$ cat src/hw/ecu_pkg.sv
/*
 Constants, register map and types for the 802.15.4 energy detection and
 channel assessment unit. Assumes a single 125 MHz system clock.
*/
package ecu_pkg;
   // timing
   localparam int unsigned CLK_MHZ = 125;
   localparam int unsigned SYMBOL_US = 16;
   localparam int unsigned SYMBOL_CYCLES = SYMBOL_US * CLK_MHZ;
   localparam int unsigned WINDOW_SYMBOLS = 8;
   // register byte offsets
   localparam logic [4:0] OFS_TASKS = 5'h00;
   localparam logic [4:0] OFS_EVENTS = 5'h04;
   localparam logic [4:0] OFS_SHORTS = 5'h08;
   localparam logic [4:0] OFS_ITER = 5'h0C;
   localparam logic [4:0] OFS_RESULT = 5'h10;
   localparam logic [4:0] OFS_CTRL = 5'h14;
   // task bits
   localparam int TSK_ED_BEGIN = 0;
   localparam int TSK_ED_ABORT = 1;
   localparam int TSK_CCA_BEGIN = 2;
   localparam int TSK_CCA_ABORT = 3;
   // event bits
   localparam int EVT_N = 5;
   localparam int EVT_ED_DONE = 0;
   localparam int EVT_ED_ABORTED = 1;
   localparam int EVT_FREE = 2;
   localparam int EVT_OCC = 3;
   localparam int EVT_CCA_ABORTED = 4;
   // shortcut bits
   localparam int SC_FREE_TX = 0;
   localparam int SC_FREE_STOP = 1;
   localparam int SC_OCC_DIS = 2;
   localparam int SC_RDY_CCA = 3;
   // assessment_control fields
   localparam int MODE_LSB = 0;
   localparam int THR_LSB = 8;
   localparam int CTHR_LSB = 16;
   localparam int LIM_LSB = 24;
   localparam logic [31:0] CTRL_MASK = 32'hFFFFFF07;
   localparam logic [31:0] CTRL_RST = 32'h00000000;
   localparam logic [7:0] ITER_RST = 8'h00;
   localparam logic [3:0] SHORTS_RST = 4'h0;
   // assessment_mode_select codes
   localparam logic [2:0] MODE_ENERGY = 3'h0;
   localparam logic [2:0] MODE_CARRIER = 3'h1;
   localparam logic [2:0] MODE_AND = 3'h2;
   localparam logic [2:0] MODE_OR = 3'h3;
   localparam logic [2:0] MODE_TEST = 3'h4;
   typedef enum logic {ED_IDLE, ED_RUN} ecu_ed_st_t;
   typedef enum logic {CCA_IDLE, CCA_RUN} ecu_cca_st_t;
endpackage

$ cat src/hw/ecu_top.sv
/*
 Energy detection scan and clear channel assessment unit with an
 Avalon-MM register slave. Assumes radio status inputs are synchronous.
*/
// Our own choices: the Avalon-MM interface to the registers and the address map.
`timescale 1ns/1ps
module ecu_top #(
   parameter int unsigned P_SYMBOL_CYCLES = ecu_pkg::SYMBOL_CYCLES
) (
   // clock and reset
   input wire logic i_sys_clk,
   input wire logic i_sys_rst,
   // avalon-mm slave
   input wire logic [4:0] i_address,
   input wire logic i_read,
   input wire logic i_write,
   input wire logic [31:0] i_writedata,
   input wire logic [3:0] i_byteenable,
   output logic [31:0] o_readdata,
   output logic o_waitrequest,
   // receiver status
   input wire logic [7:0] i_rssi,
   input wire logic i_sfd_detect,
   input wire logic i_frame_rx_active,
   input wire logic i_corr_peak,
   input wire logic [7:0] i_corr_value,
   input wire logic i_receive_rampup_done_event,
   // events
   output logic o_energy_scan_done_event,
   output logic o_energy_scan_aborted_event,
   output logic o_medium_free_event,
   output logic o_medium_occupied_event,
   output logic o_assessment_aborted_event,
   // tasks to the radio
   output logic o_transmit_rampup_task,
   output logic o_receive_stop_task,
   output logic o_radio_disable_task
);
   import ecu_pkg::*;
   localparam logic [15:0] WIN_CYC = 16'(WINDOW_SYMBOLS * P_SYMBOL_CYCLES);

   ecu_ed_st_t ed_st_r;
   ecu_cca_st_t cca_st_r;
   logic [3:0] shorts_r;
   logic [7:0] iter_r;
   logic [31:0] ctrl_r;
   logic [7:0] result_r;
   logic [EVT_N-1:0] evt_r;
   logic [7:0] iter_left_r;
   logic [7:0] max_r;
   logic carrier_r;
   logic [15:0] cca_age_r;
   logic avg_done;
   logic [7:0] avg_val;
   logic [7:0] avg_first;
   logic peak_hit;

   // bus decode
   wire wr_go = i_write && !o_waitrequest;
   wire [31:0] bmask = {{8{i_byteenable[3]}}, {8{i_byteenable[2]}},
                        {8{i_byteenable[1]}}, {8{i_byteenable[0]}}};
   wire [31:0] wmerge_ctrl = (ctrl_r & ~bmask) | (i_writedata & bmask);
   wire sel_tasks = wr_go && (i_address == OFS_TASKS);
   wire sel_events = wr_go && (i_address == OFS_EVENTS);
   wire sel_shorts = wr_go && (i_address == OFS_SHORTS);
   wire sel_iter = wr_go && (i_address == OFS_ITER) && i_byteenable[0];
   wire sel_ctrl = wr_go && (i_address == OFS_CTRL);
   wire [3:0] tsk = sel_tasks ? (i_writedata[3:0] & bmask[3:0]) : 4'h0;
   wire [EVT_N-1:0] evt_clr = sel_events ? (i_writedata[EVT_N-1:0] & bmask[EVT_N-1:0]) : '0;
   wire [31:0] rd_mux =
      (i_address == OFS_EVENTS) ? {27'h0, evt_r} :
      (i_address == OFS_SHORTS) ? {28'h0, shorts_r} :
      (i_address == OFS_ITER) ? {24'h0, iter_r} :
      (i_address == OFS_RESULT) ? {24'h0, result_r} :
      (i_address == OFS_CTRL) ? ctrl_r : 32'h00000000;

   // control fields
   wire [2:0] mode = ctrl_r[MODE_LSB +: 3];
   // energy threshold compared against the averaged strength; cthr against correlator peak values
   wire [7:0] thr = ctrl_r[THR_LSB +: 8];
   wire [7:0] cthr = ctrl_r[CTHR_LSB +: 8];
   wire [7:0] lim = ctrl_r[LIM_LSB +: 8];
   wire corr_on = (lim != 8'h00);

   // energy scan control
   wire ed_run = (ed_st_r == ED_RUN);
   wire cca_run = (cca_st_r == CCA_RUN);
   wire both_idle = !ed_run && !cca_run;
   wire ed_go = tsk[TSK_ED_BEGIN] && both_idle;
   wire ed_abort = ed_run && tsk[TSK_ED_ABORT];
   wire ed_iter_end = ed_run && avg_done && !ed_abort;
   wire ed_last = ed_iter_end && (iter_left_r <= 8'h01);
   wire [7:0] ed_max_nxt = (avg_val > max_r) ? avg_val : max_r;

   // assessment control
   // ramp-up done shortcut
   wire cca_begin = tsk[TSK_CCA_BEGIN] || (i_receive_rampup_done_event && shorts_r[SC_RDY_CCA]);
   wire cca_go = cca_begin && both_idle && !tsk[TSK_ED_BEGIN];
   wire cca_abort = cca_run && tsk[TSK_CCA_ABORT];
   wire carrier_seen = carrier_r || i_sfd_detect || i_frame_rx_active || peak_hit;
   wire cca_early = cca_run && !cca_abort && (mode == MODE_CARRIER) && corr_on && (i_sfd_detect || peak_hit);
   wire cca_end = cca_run && avg_done && !cca_abort && !cca_early;
   wire energy_busy = (avg_val >= thr);
   wire busy_dec = (mode == MODE_CARRIER) ? carrier_seen :
                   (mode == MODE_AND) ? (energy_busy && carrier_seen) :
                   (mode == MODE_OR) ? (energy_busy || carrier_seen) : energy_busy;
   wire free_ev = cca_end && !busy_dec;
   wire occ_ev = cca_early || (cca_end && busy_dec);

   // shared averager; a restart between iterations leaves one idle cycle between windows
   wire avg_start = ed_go || cca_go || (ed_iter_end && !ed_last);
   wire avg_stop = ed_abort || cca_abort || cca_early;
   wire [EVT_N-1:0] evt_set = {cca_abort, occ_ev, free_ev, ed_abort, ed_last};

   ecu_sym_avg #(
      .P_SYMBOL_CYCLES(P_SYMBOL_CYCLES)
   ) u_avg (
      .i_sys_clk(i_sys_clk),
      .i_sys_rst(i_sys_rst),
      .i_start(avg_start),
      .i_stop(avg_stop),
      .i_rssi(i_rssi),
      .o_done(avg_done),
      .o_avg(avg_val),
      .o_first(avg_first)
   );

   ecu_peak_cnt u_peak (
      .i_sys_clk(i_sys_clk),
      .i_sys_rst(i_sys_rst),
      .i_clear(cca_go),
      .i_enable(cca_run),
      .i_peak(i_corr_peak),
      .i_value(i_corr_value),
      .i_threshold(cthr),
      .i_limit(lim),
      .o_hit(peak_hit)
   );

   // bus slave: one wait cycle per access
   always_ff @(posedge i_sys_clk or posedge i_sys_rst) begin
      if (i_sys_rst) begin
         o_waitrequest <= 1'b1;
         o_readdata <= 32'h00000000;
      end else begin
         o_waitrequest <= !((i_read || i_write) && o_waitrequest);
         if (i_read && o_waitrequest) begin
            o_readdata <= rd_mux;
         end
      end
   end

   always_ff @(posedge i_sys_clk or posedge i_sys_rst) begin
      if (i_sys_rst) begin
         shorts_r <= SHORTS_RST;
         iter_r <= ITER_RST;
         ctrl_r <= CTRL_RST;
      end else begin
         if (sel_shorts) begin
            shorts_r <= (shorts_r & ~bmask[3:0]) | (i_writedata[3:0] & bmask[3:0]);
         end
         if (sel_iter) begin
            iter_r <= i_writedata[7:0];
         end
         if (sel_ctrl) begin
            ctrl_r <= wmerge_ctrl & CTRL_MASK;
         end
      end
   end

   // sticky events; a set in the clearing cycle wins
   genvar g;
   for (g = 0; g < EVT_N; g++) begin : g_evt
      always_ff @(posedge i_sys_clk or posedge i_sys_rst) begin
         if (i_sys_rst) begin
            evt_r[g] <= 1'b0;
         end else if (evt_set[g]) begin
            evt_r[g] <= 1'b1;
         end else if (evt_clr[g]) begin
            evt_r[g] <= 1'b0;
         end
      end
   end

   // energy scan sequencer
   always_ff @(posedge i_sys_clk or posedge i_sys_rst) begin
      if (i_sys_rst) begin
         ed_st_r <= ED_IDLE;
         iter_left_r <= 8'h00;
         max_r <= 8'h00;
      end else begin
         unique case (ed_st_r)
            ED_IDLE: begin
               if (ed_go) begin
                  ed_st_r <= ED_RUN;
                  iter_left_r <= (iter_r == 8'h00) ? 8'h01 : iter_r;
                  max_r <= 8'h00;
               end
            end
            ED_RUN: begin
               if (ed_abort || ed_last) begin
                  ed_st_r <= ED_IDLE;
               end
               if (ed_iter_end) begin
                  max_r <= ed_max_nxt;
                  iter_left_r <= iter_left_r - 8'h01;
               end
            end
         endcase
      end
   end

   // assessment sequencer
   always_ff @(posedge i_sys_clk or posedge i_sys_rst) begin
      if (i_sys_rst) begin
         cca_st_r <= CCA_IDLE;
         carrier_r <= 1'b0;
         cca_age_r <= 16'h0000;
      end else begin
         unique case (cca_st_r)
            CCA_IDLE: begin
               if (cca_go) begin
                  cca_st_r <= CCA_RUN;
                  carrier_r <= 1'b0;
                  cca_age_r <= 16'h0000;
               end
            end
            CCA_RUN: begin
               carrier_r <= carrier_seen;
               cca_age_r <= cca_age_r + 16'h0001;
               if (cca_abort || cca_early || cca_end) begin
                  cca_st_r <= CCA_IDLE;
               end
            end
         endcase
      end
   end

   // result register and outputs
   always_ff @(posedge i_sys_clk or posedge i_sys_rst) begin
      if (i_sys_rst) begin
         result_r <= 8'h00;
         o_energy_scan_done_event <= 1'b0;
         o_energy_scan_aborted_event <= 1'b0;
         o_medium_free_event <= 1'b0;
         o_medium_occupied_event <= 1'b0;
         o_assessment_aborted_event <= 1'b0;
         o_transmit_rampup_task <= 1'b0;
         o_receive_stop_task <= 1'b0;
         o_radio_disable_task <= 1'b0;
      end else begin
         if (ed_last) begin
            result_r <= ed_max_nxt;
         end
         if (cca_end) begin
            result_r <= (mode == MODE_TEST) ? avg_first : avg_val;
         end
         o_energy_scan_done_event <= ed_last;
         o_energy_scan_aborted_event <= ed_abort;
         o_medium_free_event <= free_ev;
         o_medium_occupied_event <= occ_ev;
         o_assessment_aborted_event <= cca_abort;
         o_transmit_rampup_task <= free_ev && shorts_r[SC_FREE_TX];
         o_receive_stop_task <= free_ev && shorts_r[SC_FREE_STOP];
         o_radio_disable_task <= occ_ev && shorts_r[SC_OCC_DIS];
      end
   end
endmodule // ecu_top

$ cat src/hw/ecu_sym_avg.sv
/*
 Eight-symbol signal strength averager with its own symbol divider.
 Assumes the strength input is valid whenever sampled.
*/
`timescale 1ns/1ps
module ecu_sym_avg #(
   parameter int unsigned P_SYMBOL_CYCLES = ecu_pkg::SYMBOL_CYCLES
) (
   // clock and reset
   input wire logic i_sys_clk,
   input wire logic i_sys_rst,
   // control
   input wire logic i_start,
   input wire logic i_stop,
   input wire logic [7:0] i_rssi,
   // results
   output logic o_done,
   output logic [7:0] o_avg,
   output logic [7:0] o_first
);
   import ecu_pkg::*;
   localparam logic [15:0] DIV_LAST = 16'(P_SYMBOL_CYCLES - 1);
   logic run_r;
   logic [15:0] div_r;
   logic [2:0] sym_r;
   logic [10:0] sum_r;
   wire tick = run_r && (div_r == DIV_LAST);
   wire [10:0] sum_nxt = sum_r + {3'h0, i_rssi};
   always_ff @(posedge i_sys_clk or posedge i_sys_rst) begin
      if (i_sys_rst) begin
         run_r <= 1'b0;
         div_r <= 16'h0000;
         sym_r <= 3'h0;
         sum_r <= 11'h000;
         o_done <= 1'b0;
         o_avg <= 8'h00;
         o_first <= 8'h00;
      end else begin
         o_done <= 1'b0;
         if (i_start) begin
            run_r <= 1'b1;
            div_r <= 16'h0000;
            sym_r <= 3'h0;
            sum_r <= 11'h000;
         end else if (i_stop) begin
            run_r <= 1'b0;
         end else if (run_r) begin
            div_r <= tick ? 16'h0000 : div_r + 16'h0001;
            // one sample per symbol, eight averaged
            if (tick) begin
               sum_r <= sum_nxt;
               sym_r <= sym_r + 3'h1;
               if (sym_r == 3'h0) begin
                  o_first <= i_rssi;
               end
               if (sym_r == 3'h7) begin
                  run_r <= 1'b0;
                  o_done <= 1'b1;
                  o_avg <= sum_nxt[10:3];
               end
            end
         end
      end
   end
endmodule // ecu_sym_avg

$ cat src/hw/ecu_peak_cnt.sv
/*
 Correlator peak counter for the carrier sense assessment.
 Assumes one peak strobe per correlator peak with its value alongside.
*/
`timescale 1ns/1ps
module ecu_peak_cnt (
   // clock and reset
   input wire logic i_sys_clk,
   input wire logic i_sys_rst,
   // control
   input wire logic i_clear,
   input wire logic i_enable,
   // correlator
   input wire logic i_peak,
   input wire logic [7:0] i_value,
   input wire logic [7:0] i_threshold,
   input wire logic [7:0] i_limit,
   // result
   output logic o_hit
);
   logic [7:0] cnt_r;
   wire take = i_enable && i_peak && (i_value > i_threshold) && (cnt_r != 8'hFF);
   wire [7:0] cnt_nxt = take ? cnt_r + 8'h01 : cnt_r;
   always_ff @(posedge i_sys_clk or posedge i_sys_rst) begin
      if (i_sys_rst) begin
         cnt_r <= 8'h00;
         o_hit <= 1'b0;
      end else if (i_clear) begin
         cnt_r <= 8'h00;
         o_hit <= 1'b0;
      end else begin
         cnt_r <= cnt_nxt;
         o_hit <= (i_limit != 8'h00) && (cnt_nxt >= i_limit);
      end
   end
endmodule // ecu_peak_cnt

$ cat config.mk
export PLATFORM = sky130hd
export DESIGN_NAME = ecu_top
export DESIGN_NICKNAME = d
export VERILOG_FILES = /design/src/hw/ecu_pkg.sv /design/src/hw/ecu_top.sv /design/src/hw/ecu_sym_avg.sv /design/src/hw/ecu_peak_cnt.sv
export SDC_FILE = /design/constraint.sdc
export NUM_CORES = 1
export LEC_CHECK = 0
export BUFFER_PORTS_ARGS = -buffer_cell sky130_fd_sc_hd__buf_2
export CAP_MARGIN = 20
export CORE_ASPECT_RATIO = 2
export CORE_UTILIZATION = 31
export CTS_CLUSTER_SIZE = 8
export DETAILED_ROUTE_END_ITERATION = 6
export GPL_ROUTABILITY_DRIVEN = 0
export MAX_ROUTING_LAYER = met4
export SETUP_SLACK_MARGIN = 0.2
export SYNTH_ARGS = -nofsm -noshare
export SYNTH_HDL_FRONTEND = slang
export SYNTH_SLANG_ARGS = --single-unit
$ cat constraint.sdc
create_clock -name i_sys_clk -period 17.3 [get_ports i_sys_clk]
set_input_delay 5.19 -clock i_sys_clk [delete_from_list [all_inputs] [get_ports i_sys_clk]]
set_output_delay 5.19 -clock i_sys_clk [all_outputs]
set_load 0.02 [all_outputs]
==> results.ini, run 1 <==
[worst_setup_path]
start_kind = input pin
critPathTopFamily = compound AO/OA/AOI/OAI gates
worstPathRequired_ps = 17600
critPathKind = input pin to register
critical_path.max_stage_delay_ps = 460
critPathArrivalTime_ps = 7870
kind_of_end_point_of_the_critical_path = register
cp_max_fo = 8
worstPathCellList = buf_2 -> ha_1 -> a21o_1 -> a21o_1 -> a21o_1 -> o21ai_1 -> mux2_2 -> ha_1 -> a21o_1 -> a21oi_1 -> nor2b_1 -> o21ai_0 -> a211oi_1
crit_path_frequent_cell = sky130_fd_sc_hd__a21o_1
cp_num_buf_inv = 1
critical-path-slowest-cell = sky130_fd_sc_hd__o21ai_1

[routing]
routed_wirelength_um = 25600
drt-vias-per-instance = 5.29
drt_pass1_iterations = 6
route.detailed.drc = 1
detailroute.via_count = 7261
post_route_ant_nets = 0
detail_route.iter0.violations = 266
dr_wl_cell_um = 18.6

[global_route]
maximum_number_of_pins_on_one_net_before_global_route_repair = 105
grt_first_pass_wirelength_um = 40000
grt_antenna_before_repair = 4
grt_usage_pct = 18.4
grt_remaining_overflow = 0
grt_pass1_vias = 7680

[pwr]
power_frac_seq_pct = 43.6
irDropWorstVdd_mv = 0.0711
switching_share_pct = 29.5
p_int_mw = 0.772
total_leakage_power_nw = 4.82
p_clk_share_pct = 36.6
pwr_density_cell_nw_per_um2 = 104
power.combinational.fraction_pct = 19.8
power_mw = 1.10
total_switching_power_mw = 0.324

[synthesis]
synth_edf_count = 0
netlist_area_before_placement_um2 = 9030
synth.yosys.seq_area_share_pct = 46.9
asyncSetResetFlopFracSynth_pct = 100
synth_area_leader_cell = sky130_fd_sc_hd__dfrtp_1
synth_area_leaders = sky130_fd_sc_hd__dfrtp_1 (47%), sky130_fd_sc_hd__mux2_2 (7.0%), sky130_fd_sc_hd__ha_1 (6.5%)
ys_ff_latch = 169
synth_top_area_share_pct = 46.6
ys_warn_count = 0
syn-instance-count = 904
mappedNetlistNets = 1017
synth-main-ff-cell = sky130_fd_sc_hd__dfrtp_1
synth.avg_cell_area_um2 = 9.98
ys_types = 68

[layout]
finalCoreUtilization_pct = 36.8
fraction_of_final_layout_cells_sized_beyond_drive_strength_1_pct = 22.0
filler_cell_count = 2841
final_design_area_no_fill_um2 = 10600
final_net_count = 1111
area_delta_synth_final_pct = 17.0

[job]
drv_cap = 0

[sta]
grt_setup_unrepaired = no
setup_total_negative_slack_ps = 0
number_of_pins_exceeding_their_max_slew_limit_in_the_final_report = 0
hold_viol = 0
setup-violations-final = 0
achievable_freq_ghz = 0.132
min_period_over_period_pct = 43.8
worst_clock_skew_ps = 12.2
rel_slew_slack_pct = 24.9
worst_slew_pin_slew_ps = 1120
min_period_ps = 7570
hold_ws_ps = 470

[floorplan]
die_height_um = 243
floorplan.initialDensity_pct = 31.4
die-width_um = 123
number_of_placed_i_o_pins = 106
num_rows = 88
die_area_um2 = 29800
core_um2 = 28700

[clock_network]
holdBufCountCts = 0
cts.repair_timing.setup_buffer_count = 0
cts.reportedPaths.clkPinSlew_ps = 60
cts_max_level = 4
numCtsBuffers = 17
worst_skew_pair.late_latency_ps = 450
tritoncts_clock_tree = built
post_cts.resized_instances = 0
clkSinkCount = 169
worst_case_clock_buffer_depth = 2
cell_at_the_root_of_the_clock_tree = sky130_fd_sc_hd__clkbuf_16

[outcome]
violations = design-rule violations
outcome = finished with violations

[place]
detailed_place_hpwl_um = 19900
placement.io_buffers = 105
postPlaceCellArea_um2 = 9930

[worst_hold_path]
worstHoldPathType = register to register

[synthesized netlist by cell type (11+ instances only)]
cell type and instances:
sky130_fd_sc_hd__xnor2_1 17, sky130_fd_sc_hd__nand2_1 115, sky130_fd_sc_hd__nor2_1 43, sky130_fd_sc_hd__o31ai_1 23, sky130_fd_sc_hd__a21oi_1 48, sky130_fd_sc_hd__inv_1 46, sky130_fd_sc_hd__ha_1 47, sky130_fd_sc_hd__a21o_1 11
sky130_fd_sc_hd__o21ai_0 53, sky130_fd_sc_hd__or2_2 12, sky130_fd_sc_hd__o211ai_1 15, sky130_fd_sc_hd__and2_1 16, sky130_fd_sc_hd__clkbuf_1 29, sky130_fd_sc_hd__dfrtp_1 168, sky130_fd_sc_hd__nand3_1 29, sky130_fd_sc_hd__and3_1 14
sky130_fd_sc_hd__nor4_1 12, sky130_fd_sc_hd__mux2i_1 18, sky130_fd_sc_hd__mux2_2 56
[metrics by stage]
step | cells | setup WS [ps]
after CTS | 1368 | 9740
after global routing | 1373 | 9520
after detailed placement | 1338 | 9270
final | 1373 | 9730
after global placement | 1337 | 9300
after floorplan | 904 | 7540
[per-layer routing]
metal,GRT usage [%],up-vias,wire [um]
li1,-,3435,-
met1,16.2,3600,8740
met2,35.0,160,14700
met3,2.81,66,718
met4,11.4,0,1370
met5,-,-,0
[area by class of cell]
cell class	instances	area [um2]	area share [%]
multi-input cells	653	4490	42.5
flip-flops and latches	169	4230	40.0
repair buffers	111	603	5.71
clock buffers	22	454	4.30
well taps	360	450	4.26
inverters	46	178	1.68
clock inverters	8	146	1.39
diodes	4	10.0	0.0947
[logic make-up (layout without fill, tap and decap cells)]
family          after synthesis  count (layout)  synth area share [%]
xor+xnor                     22              22                  2.13
simple gates                300             300                  17.0
flops                       169             169                  46.9
fa+ha+maj                    48              48                  6.74
mux                          74              74                  8.98
compound gates              209             209                  14.8
other cells                   0               4                     0
buf+inv                      82             187                  3.47
[worst min-delay path: stages (launching register included)]
cell and delay, ps:
sky130_fd_sc_hd__dfrtp_1 340, sky130_fd_sc_hd__nand2_1 40, sky130_fd_sc_hd__o21ai_0 50
[power by group through the flow]
stage	Clock, mW	Combinational (mW)	Sequential [mW]
after floorplan	0	0.164	0.472
after global placement	0	0.211	0.484
after detailed placement	0	0.217	0.485
after CTS	0.409	0.218	0.478
after global routing	0.425	0.245	0.485
final	0.401	0.217	0.479
[worst paths after layout]
check / from / endpoint / slack [ps] / cells past startpoint
max: i_corr_value[5] / u_peak.o_hit$_DFF_PP0_ / 9730 / 13
min: o_readdata[4]$_DFFE_PP0P_ / o_readdata[4]$_DFFE_PP0P_ / 470 / 2
max reg2reg: register / u_peak.o_hit$_DFF_PP0_ / 14190 / 13
min reg2reg: o_readdata[4]$_DFFE_PP0P_ / o_readdata[4]$_DFFE_PP0P_ / 470 / 2
max in group asynchronous: i_sys_rst / iter_r[2]$_DFFE_PP0P_ / 10900 / 3
min in group asynchronous: i_sys_rst / o_readdata[18]$_DFFE_PP0P_ / 4930 / 2
[cells in the final DEF (no fill, tap or decap), drive strengths merged, types with 12 or more instances in the layout]
cell    count
o211ai     15
clkbuf     22
inv        46
and3       15
o21ai      55
mux2i      18
ha         47
or2        12
buf       111
nand3      29
o31ai      23
a21oi      48
mux2       56
nor4       15
nor2       44
nand2     115
xnor2      17
dfrtp     168
and2       16
Power figures use the tool's default switching activity.
==> run 2, diff against run 1 <==
--- a/config.mk
+++ b/config.mk
@@ -5,6 +5,7 @@
 export SDC_FILE = /design/constraint.sdc
 export NUM_CORES = 1
 export LEC_CHECK = 0
+export ABC_AREA = 1
 export BUFFER_PORTS_ARGS = -buffer_cell sky130_fd_sc_hd__buf_2
 export CAP_MARGIN = 20
 export CORE_ASPECT_RATIO = 2
==> constraint.sdc (replaced) <==
create_clock -name i_sys_clk -period 7.6 [get_ports i_sys_clk]
set_input_delay 2.28 -clock i_sys_clk [delete_from_list [all_inputs] [get_ports i_sys_clk]]
set_output_delay 2.28 -clock i_sys_clk [all_outputs]
set_load 0.02 [all_outputs]
==> run 2 against run 1 <==
- the flow now finishes without violations
- sequential share of layout area is 1.6 points lower
- final area is 4.2% higher
- register-to-register slack got worse by 9400 ps
- area after synthesis increased by 6.0%
- non-clock buffer count decreased by 3
- global-route usage is 0.55 points lower
- sequential cell count unchanged
- sequential power up 120%
- clock power increased by 120%
- core utilization is 0.43 points lower
- count of clock-buffer cells in the layout is 2 lower
- combinational power grew 52%
- critical path type unchanged
- critical endpoint unchanged
- largest cell class unchanged
==> results.ini, run 2 <==
[outcome]
outcome = complete, no violations

[layout]
finalCoreUtilization_pct = 36.3  ; -0.43 points
layout.cells.most_common = sky130_fd_sc_hd__nand2_1
final_design_area_no_fill_um2 = 11000  ; +4.2%
fraction_of_final_layout_cells_sized_beyond_drive_strength_1_pct = 17.4  ; -4.6 points
final_net_count = 1390  ; +25%
layout_common_cells = sky130_fd_sc_hd__nand2_1 (331), sky130_fd_sc_hd__dfrtp_1 (168), sky130_fd_sc_hd__inv_1 (123)
area_delta_synth_final_pct = 15.0

[clock_network]
worst_case_clock_buffer_depth = 2  ; unchanged
cts.repair_timing.setup_buffer_count = 0  ; unchanged
worst_skew_pair.late_latency_ps = 450  ; about the same
cts.reportedPaths.clkPinSlew_ps = 70  ; about the same
tritoncts_clock_tree = built
post_cts.resized_instances = 0  ; unchanged
cts_max_level = 4  ; unchanged
holdBufCountCts = 0  ; unchanged
cell_at_the_root_of_the_clock_tree = sky130_fd_sc_hd__clkbuf_16
clkSinkCount = 169  ; unchanged
numCtsBuffers = 17  ; unchanged

[sta]
number_of_pins_exceeding_their_max_slew_limit_in_the_final_report = 0  ; unchanged
setup-violations-final = 0  ; unchanged
rel_slew_slack_pct = 51.7  ; +27 points
hold_viol = 0  ; unchanged
grt_setup_unrepaired = no
fin_ws_ps = 3340  ; -6390 ps
min_period_over_period_pct = 56.0
min_period_ps = 4260
worst_slew_pin_slew_ps = 723  ; -394 ps
setup_total_negative_slack_ps = 0  ; unchanged
achievable_freq_ghz = 0.235
worst_clock_skew_ps = 8.63  ; -3.52 ps

[synthesis]
synth_top_area_share_pct = 43.9  ; -2.6 points
ys_ff_latch = 169  ; unchanged
synth_edf_count = 0  ; unchanged
netlist_area_before_placement_um2 = 9570  ; +6.0%
post-synth-top-count-cell = sky130_fd_sc_hd__nand2_1
synth.yosys.seq_area_share_pct = 44.2  ; -2.7 points
mappedNetlistNets = 1286  ; +26%
ys_warn_count = 0  ; unchanged
synth-main-ff-cell = sky130_fd_sc_hd__dfrtp_1
asyncSetResetFlopFracSynth_pct = 100  ; unchanged
synth_area_leaders = sky130_fd_sc_hd__dfrtp_1 (44%), sky130_fd_sc_hd__nand2_1 (13%), sky130_fd_sc_hd__ha_1 (6.1%)
synth_area_leader_cell = sky130_fd_sc_hd__dfrtp_1
syn-instance-count = 1173  ; +30%
post_synth_most_frequent_cells = sky130_fd_sc_hd__nand2_1 (331), sky130_fd_sc_hd__dfrtp_1 (168), sky130_fd_sc_hd__inv_1 (124)
synth.avg_cell_area_um2 = 8.16  ; -18%
ys_types = 51  ; -25%

[floorplan]
die_height_um = 250  ; +2.9%
floorplan.initialDensity_pct = 31.6  ; +0.18 points
die-width_um = 126  ; +2.9%
core_um2 = 30300  ; +5.4%
number_of_placed_i_o_pins = 106  ; unchanged
die_area_um2 = 31600  ; +5.9%
num_rows = 90  ; +2.3%

[worst_hold_path]
worstHoldPathType = register to register

[global_route]
grt_pass1_vias = 8265  ; +7.6%
grt_usage_pct = 17.9  ; -0.55 points
grt_antenna_before_repair = 1  ; -3
maximum_number_of_pins_on_one_net_before_global_route_repair = 80  ; -24%
grt_first_pass_wirelength_um = 42100  ; +5.2%
grt_remaining_overflow = 0  ; unchanged

[worst_setup_path]
critPathKind = input pin to register
cp_max_fo = 9  ; +1
worstPathRequired_ps = 7970  ; -9630 ps
kind_of_end_point_of_the_critical_path = register
critPathArrivalTime_ps = 4630  ; -3240 ps
start_kind = input pin

[place]
postPlaceCellArea_um2 = 10400  ; +4.8%
detailed_place_hpwl_um = 20200  ; +1.5%
placement.io_buffers = 105  ; unchanged
place_ws_ps = 2870  ; -6390 ps

[routing]
detailroute.via_count = 8120  ; +12%
drt_pass1_iterations = 4  ; -2
drt-vias-per-instance = 4.89  ; -7.4%
detail_route.iter0.violations = 347  ; +30%
routed_wirelength_um = 25800  ; +1.0%
post_route_ant_nets = 0  ; unchanged
route.detailed.drc = 0  ; -1
dr_wl_cell_um = 15.6  ; -16%

[pwr]
pwr_density_cell_nw_per_um2 = 204  ; +96%
total_leakage_power_nw = 5.86  ; +22%
irDropWorstVdd_mv = 0.164  ; +130%
power_mw = 2.24  ; +100%

[job]
drv_cap = 0  ; unchanged

==> run 2: critical path, stage by stage <==
cell,delay (ps)
sky130_fd_sc_hd__buf_2,110
sky130_fd_sc_hd__ha_1,320
sky130_fd_sc_hd__a21oi_1,150
sky130_fd_sc_hd__o21ai_0,130
sky130_fd_sc_hd__o21bai_2,290
sky130_fd_sc_hd__nand2_1,250
sky130_fd_sc_hd__nand2_1,80
sky130_fd_sc_hd__nand2_1,80
sky130_fd_sc_hd__inv_1,50
sky130_fd_sc_hd__ha_1,280
sky130_fd_sc_hd__nand2_1,80
sky130_fd_sc_hd__nor2_1,150
sky130_fd_sc_hd__nand4_1,100
sky130_fd_sc_hd__o2111ai_1,130
sky130_fd_sc_hd__nand2_1,70
sky130_fd_sc_hd__nor2_1,80
==> run 2: final timing paths <==
path / startpoint / endpoint / slack [ps] / cells past startpoint
worst max-delay path: i_corr_value[7] / u_peak.o_hit$_DFF_PP0_ / 3340 / 16
worst min-delay path: u_avg.o_avg[0]$_DFFE_PP0P_ / u_avg.o_avg[0]$_DFFE_PP0P_ / 470 / 2
worst max register to register: u_peak.cnt_r[1]$_DFF_PP0_ / u_peak.o_hit$_DFF_PP0_ / 4810 / 17
worst min register to register: u_avg.o_avg[0]$_DFFE_PP0P_ / u_avg.o_avg[0]$_DFFE_PP0P_ / 470 / 2
max in group asynchronous: i_sys_rst / u_avg.div_r[7]$_DFFE_PP0P_ / 4490 / 3
min in group asynchronous: i_sys_rst / o_readdata[20]$_DFFE_PP0P_ / 1940 / 2
==> run 2: cell type report <==
class | count | area, um2
Multi-Input combinational cell | 846 | 4650
Fill cell | 3040 | 19300
Clock buffer | 20 | 457
Clock inverter | 12 | 140
Tap cell | 368 | 460
Inverter | 135 | 517
Sequential cell | 169 | 4230
Timing Repair Buffer | 108 | 548
Antenna cell | 1 | 2.50
==> run 2: cells by family (layout without fill, tap and decap cells) <==
logic type	count (synthesis)	count (layout)	synth area share, %
and+or+nand+nor	618	618	30.3
AOI/OAI and AO/OA	149	149	8.96
buffers and inverters	158	275	7.18
DFF	169	169	44.2
other	0	1	0
xor gates and xnor gates	24	24	2.20
adders and majority gates	48	48	6.35
muxes	7	7	0.824
==> run 2: power breakdown <==
part | internal (mW) | leakage (nW) | switching [mW]
sequential | 0.962 | 2.08 | 0.0643
combinational | 0.123 | 3.51 | 0.208
clock | 0.504 | 0.272 | 0.381
total | 1.59 | 5.86 | 0.653
==> run 2: per-stage QoR <==
step	instances	hold slack, ps
6_report	1659	473
5_1_grt	1659	496
4_1_cts	1658	476
3_5_place_dp	1626	460
3_3_place_gp	1626	458
2_1_floorplan	1173	442
==> run 2: per-layer routing <==
metal  global-route usage [%]  up-vias  wire length (um)
li1                         -     4021                 -
met4                     9.23        0              1060
met1                     17.3     3853              9590
met2                     33.3      181             14400
met3                     3.05       65               811
met5                        -        -                 0
==> run 3, diff against run 2 <==
==> constraint.sdc (replaced) <==
create_clock -name i_sys_clk -period 3.4 [get_ports i_sys_clk]
set_input_delay 1.02 -clock i_sys_clk [delete_from_list [all_inputs] [get_ports i_sys_clk]]
set_output_delay 1.02 -clock i_sys_clk [all_outputs]
set_load 0.02 [all_outputs]
==> run 3 against run 2 <==
- die area unchanged
- wire length rose by 1.3%
- largest power group unchanged
- clock power rose by 120%
- worst setup slack worse by 2900 ps
- global-route usage about the same
- critical endpoint unchanged
- final area up 0.73%
==> results.ini, run 3 (synthesized netlist as in run 2, its figures left out) <==
[pwr]
p_clk_share_pct = 38.8  ; -0.7 points
power.combinational.fraction_pct = 15.1  ; +0.4 points
pwr_density_cell_nw_per_um2 = 449  ; +120%
switching_share_pct = 30.3  ; +1.1 points
total_leakage_power_nw = 5.90  ; +0.70%
p_int_mw = 3.47  ; +120%
power_frac_seq_pct = 46.0  ; +0.2 points
total_switching_power_mw = 1.51  ; +130%
irDropWorstVdd_mv = 0.356  ; +120%
power_mw = 4.98  ; +120%

[clock_network]
post_cts.resized_instances = 0  ; unchanged
numCtsBuffers = 17  ; unchanged
worst_skew_pair.late_latency_ps = 450  ; about the same
cell_at_the_root_of_the_clock_tree = sky130_fd_sc_hd__clkbuf_16
cts_max_level = 4  ; unchanged
tritoncts_clock_tree = built
holdBufCountCts = 0  ; unchanged
cts.repair_timing.setup_buffer_count = 0  ; unchanged
cts.reportedPaths.clkPinSlew_ps = 70  ; about the same
worst_case_clock_buffer_depth = 2  ; unchanged
clkSinkCount = 169  ; unchanged

[routing]
detailroute.via_count = 8048  ; -0.89%
route.detailed.drc = 0  ; unchanged
post_route_ant_nets = 0  ; unchanged
dr_wl_cell_um = 15.7  ; +0.67%
drt_pass1_iterations = 4  ; unchanged
drt-vias-per-instance = 4.82  ; -1.5%
routed_wirelength_um = 26200  ; +1.3%
detail_route.iter0.violations = 322  ; -7.2%

[global_route]
grt_pass1_vias = 8253  ; -0.15%
grt_remaining_overflow = 0  ; unchanged
maximum_number_of_pins_on_one_net_before_global_route_repair = 128  ; +60%
grt_usage_pct = 17.9  ; +0.037 points
grt_antenna_before_repair = 1  ; unchanged
grt_first_pass_wirelength_um = 42100  ; unchanged

[layout]
fraction_of_final_layout_cells_sized_beyond_drive_strength_1_pct = 18.1  ; +0.71 points
layout.cells.most_common = sky130_fd_sc_hd__nand2_1
layout.area.seq_um2 = 4230  ; unchanged
area_delta_synth_final_pct = 15.9
filler_cell_count = 3109  ; +2.3%
layout_common_cells = sky130_fd_sc_hd__nand2_1 (331), sky130_fd_sc_hd__dfrtp_1 (168), sky130_fd_sc_hd__inv_1 (123)
post_layout_nonfiller_instances = 1669  ; +0.60%
multi_input_comb_area_um2 = 4650  ; unchanged
final_net_count = 1400  ; +0.72%

[sta]
worst_clock_skew_ps = 10.9  ; +2.23 ps
worst_slew_pin_slew_ps = 723  ; +0.188 ps
number_of_pins_exceeding_their_max_slew_limit_in_the_final_report = 0  ; unchanged
setup-violations-final = 0  ; unchanged
min_period_over_period_pct = 86.9
hold_ws_ps = 475  ; +1.54 ps
min_period_ps = 2960
setup_total_negative_slack_ps = 0  ; unchanged
hold_viol = 0  ; unchanged
rel_slew_slack_pct = 51.8  ; +0.10 points
achievable_freq_ghz = 0.338
grt_setup_unrepaired = no

[place]
dp.cells = 1636  ; +0.62%
placement.io_buffers = 105  ; unchanged
detailed_place_hpwl_um = 20200  ; +0.11%

[worst_setup_path]
worstPathCellList = buf_2 -> ha_1 -> a21oi_1 -> o21ai_0 -> o21bai_2 -> nand2_1 -> nand2_1 -> nand2_1 -> inv_1 -> ha_1 -> nand2_1 -> nor2_1 -> nand4_1 -> o2111ai_1 -> nand2_1 -> nor2_1
start_kind = input pin
worstPathRequired_ps = 3780  ; -4190 ps
timing.reg2reg.setup_slack_ps = 640  ; -4170 ps
timing.reg2reg.worst_path_depth = 16  ; -1
critPathTopFamily = simple AND/OR/NAND/NOR gates
cp_num_buf_inv = 2  ; unchanged
reg2reg_to = u_peak.o_hit$_DFF_PP0_
critPathKind = input pin to register
critical-path-slowest-cell = sky130_fd_sc_hd__ha_1
critPathArrivalTime_ps = 3340  ; -1290 ps
cp_max_fo = 8  ; -1
crit_path_frequent_cell = sky130_fd_sc_hd__nand2_1
timing.critical_path.from = i_corr_value[7]
kind_of_end_point_of_the_critical_path = register
critical_path.max_stage_delay_ps = 320  ; about the same

[floorplan]
die_area_um2 = 31600  ; unchanged
die-width_um = 126  ; unchanged
num_rows = 90  ; unchanged
number_of_placed_i_o_pins = 106  ; unchanged
floorplan.initialDensity_pct = 31.6  ; unchanged
core_um2 = 30300  ; unchanged
die_height_um = 250  ; unchanged

[worst_hold_path]
whs_endpoint = o_readdata[5]$_DFFE_PP0P_
min_delay_path_depth = 2  ; unchanged
worstHoldPathType = register to register
hold_path_startpoint = o_readdata[5]$_DFFE_PP0P_

[outcome]
outcome = complete, no violations

[job]
drv_cap = 0  ; unchanged

==> run 3: layout make-up <==
type	instances	area share (%)
inverters	135	4.65
clock buffers	18	3.96
diodes	1	0.0226
clock inverters	14	1.25
well taps	368	4.15
flip-flops and latches	169	38.2
multi-input cells	846	42.0
repair buffers	118	5.85
==> run 3: layer usage <==
layer | up-vias | track usage [%] | share of wire [%]
li1 | 4047 | - | -
met3 | 65 | 3.05 | 2.7
met4 | 0 | 10.5 | 4.9
met2 | 160 | 33.0 | 55
met5 | - | - | 0
met1 | 3776 | 17.2 | 38
==> run 3: worst max path at each step <==
stage                              to  slack [ps]  cells past startpoint
2_1_floorplan               async pin         230                      1
3_3_place_gp   u_peak.o_hit$_DFF_PP0_          50                     16
3_5_place_dp   u_peak.o_hit$_DFF_PP0_         -20                     16
4_1_cts        u_peak.o_hit$_DFF_PP0_         420                     16
5_1_grt        u_peak.o_hit$_DFF_PP0_         230                     16
6_report       u_peak.o_hit$_DFF_PP0_         440                     16
==> run 3: worst reg2reg max path: cells and delay by family, from the launching register on <==
family,cells,cell delay [ps]
fa+ha+maj,2,570
compound gates,4,680
flops,1,370
simple gates,8,890
buf+inv,2,180
==> run 3: power groups by stage <==
stage	combinational, mW	sequential, mW	clock (mW)
after global placement	0.748	2.32	0
after CTS	0.766	2.29	2.00
final	0.754	2.29	1.93
after detailed placement	0.763	2.32	0
after global routing	0.856	2.31	2.07
after floorplan	0.527	2.31	0
==> run 3: through the flow <==
stage          area [um2]  setup WS, ps  util, %
2_1_floorplan        9570           226        -
3_3_place_gp        10500          46.4     34.7
3_5_place_dp        10500         -18.0     34.7
4_1_cts             11100           420     36.6
5_1_grt             11100           233     36.6
6_report            11100           445     36.6
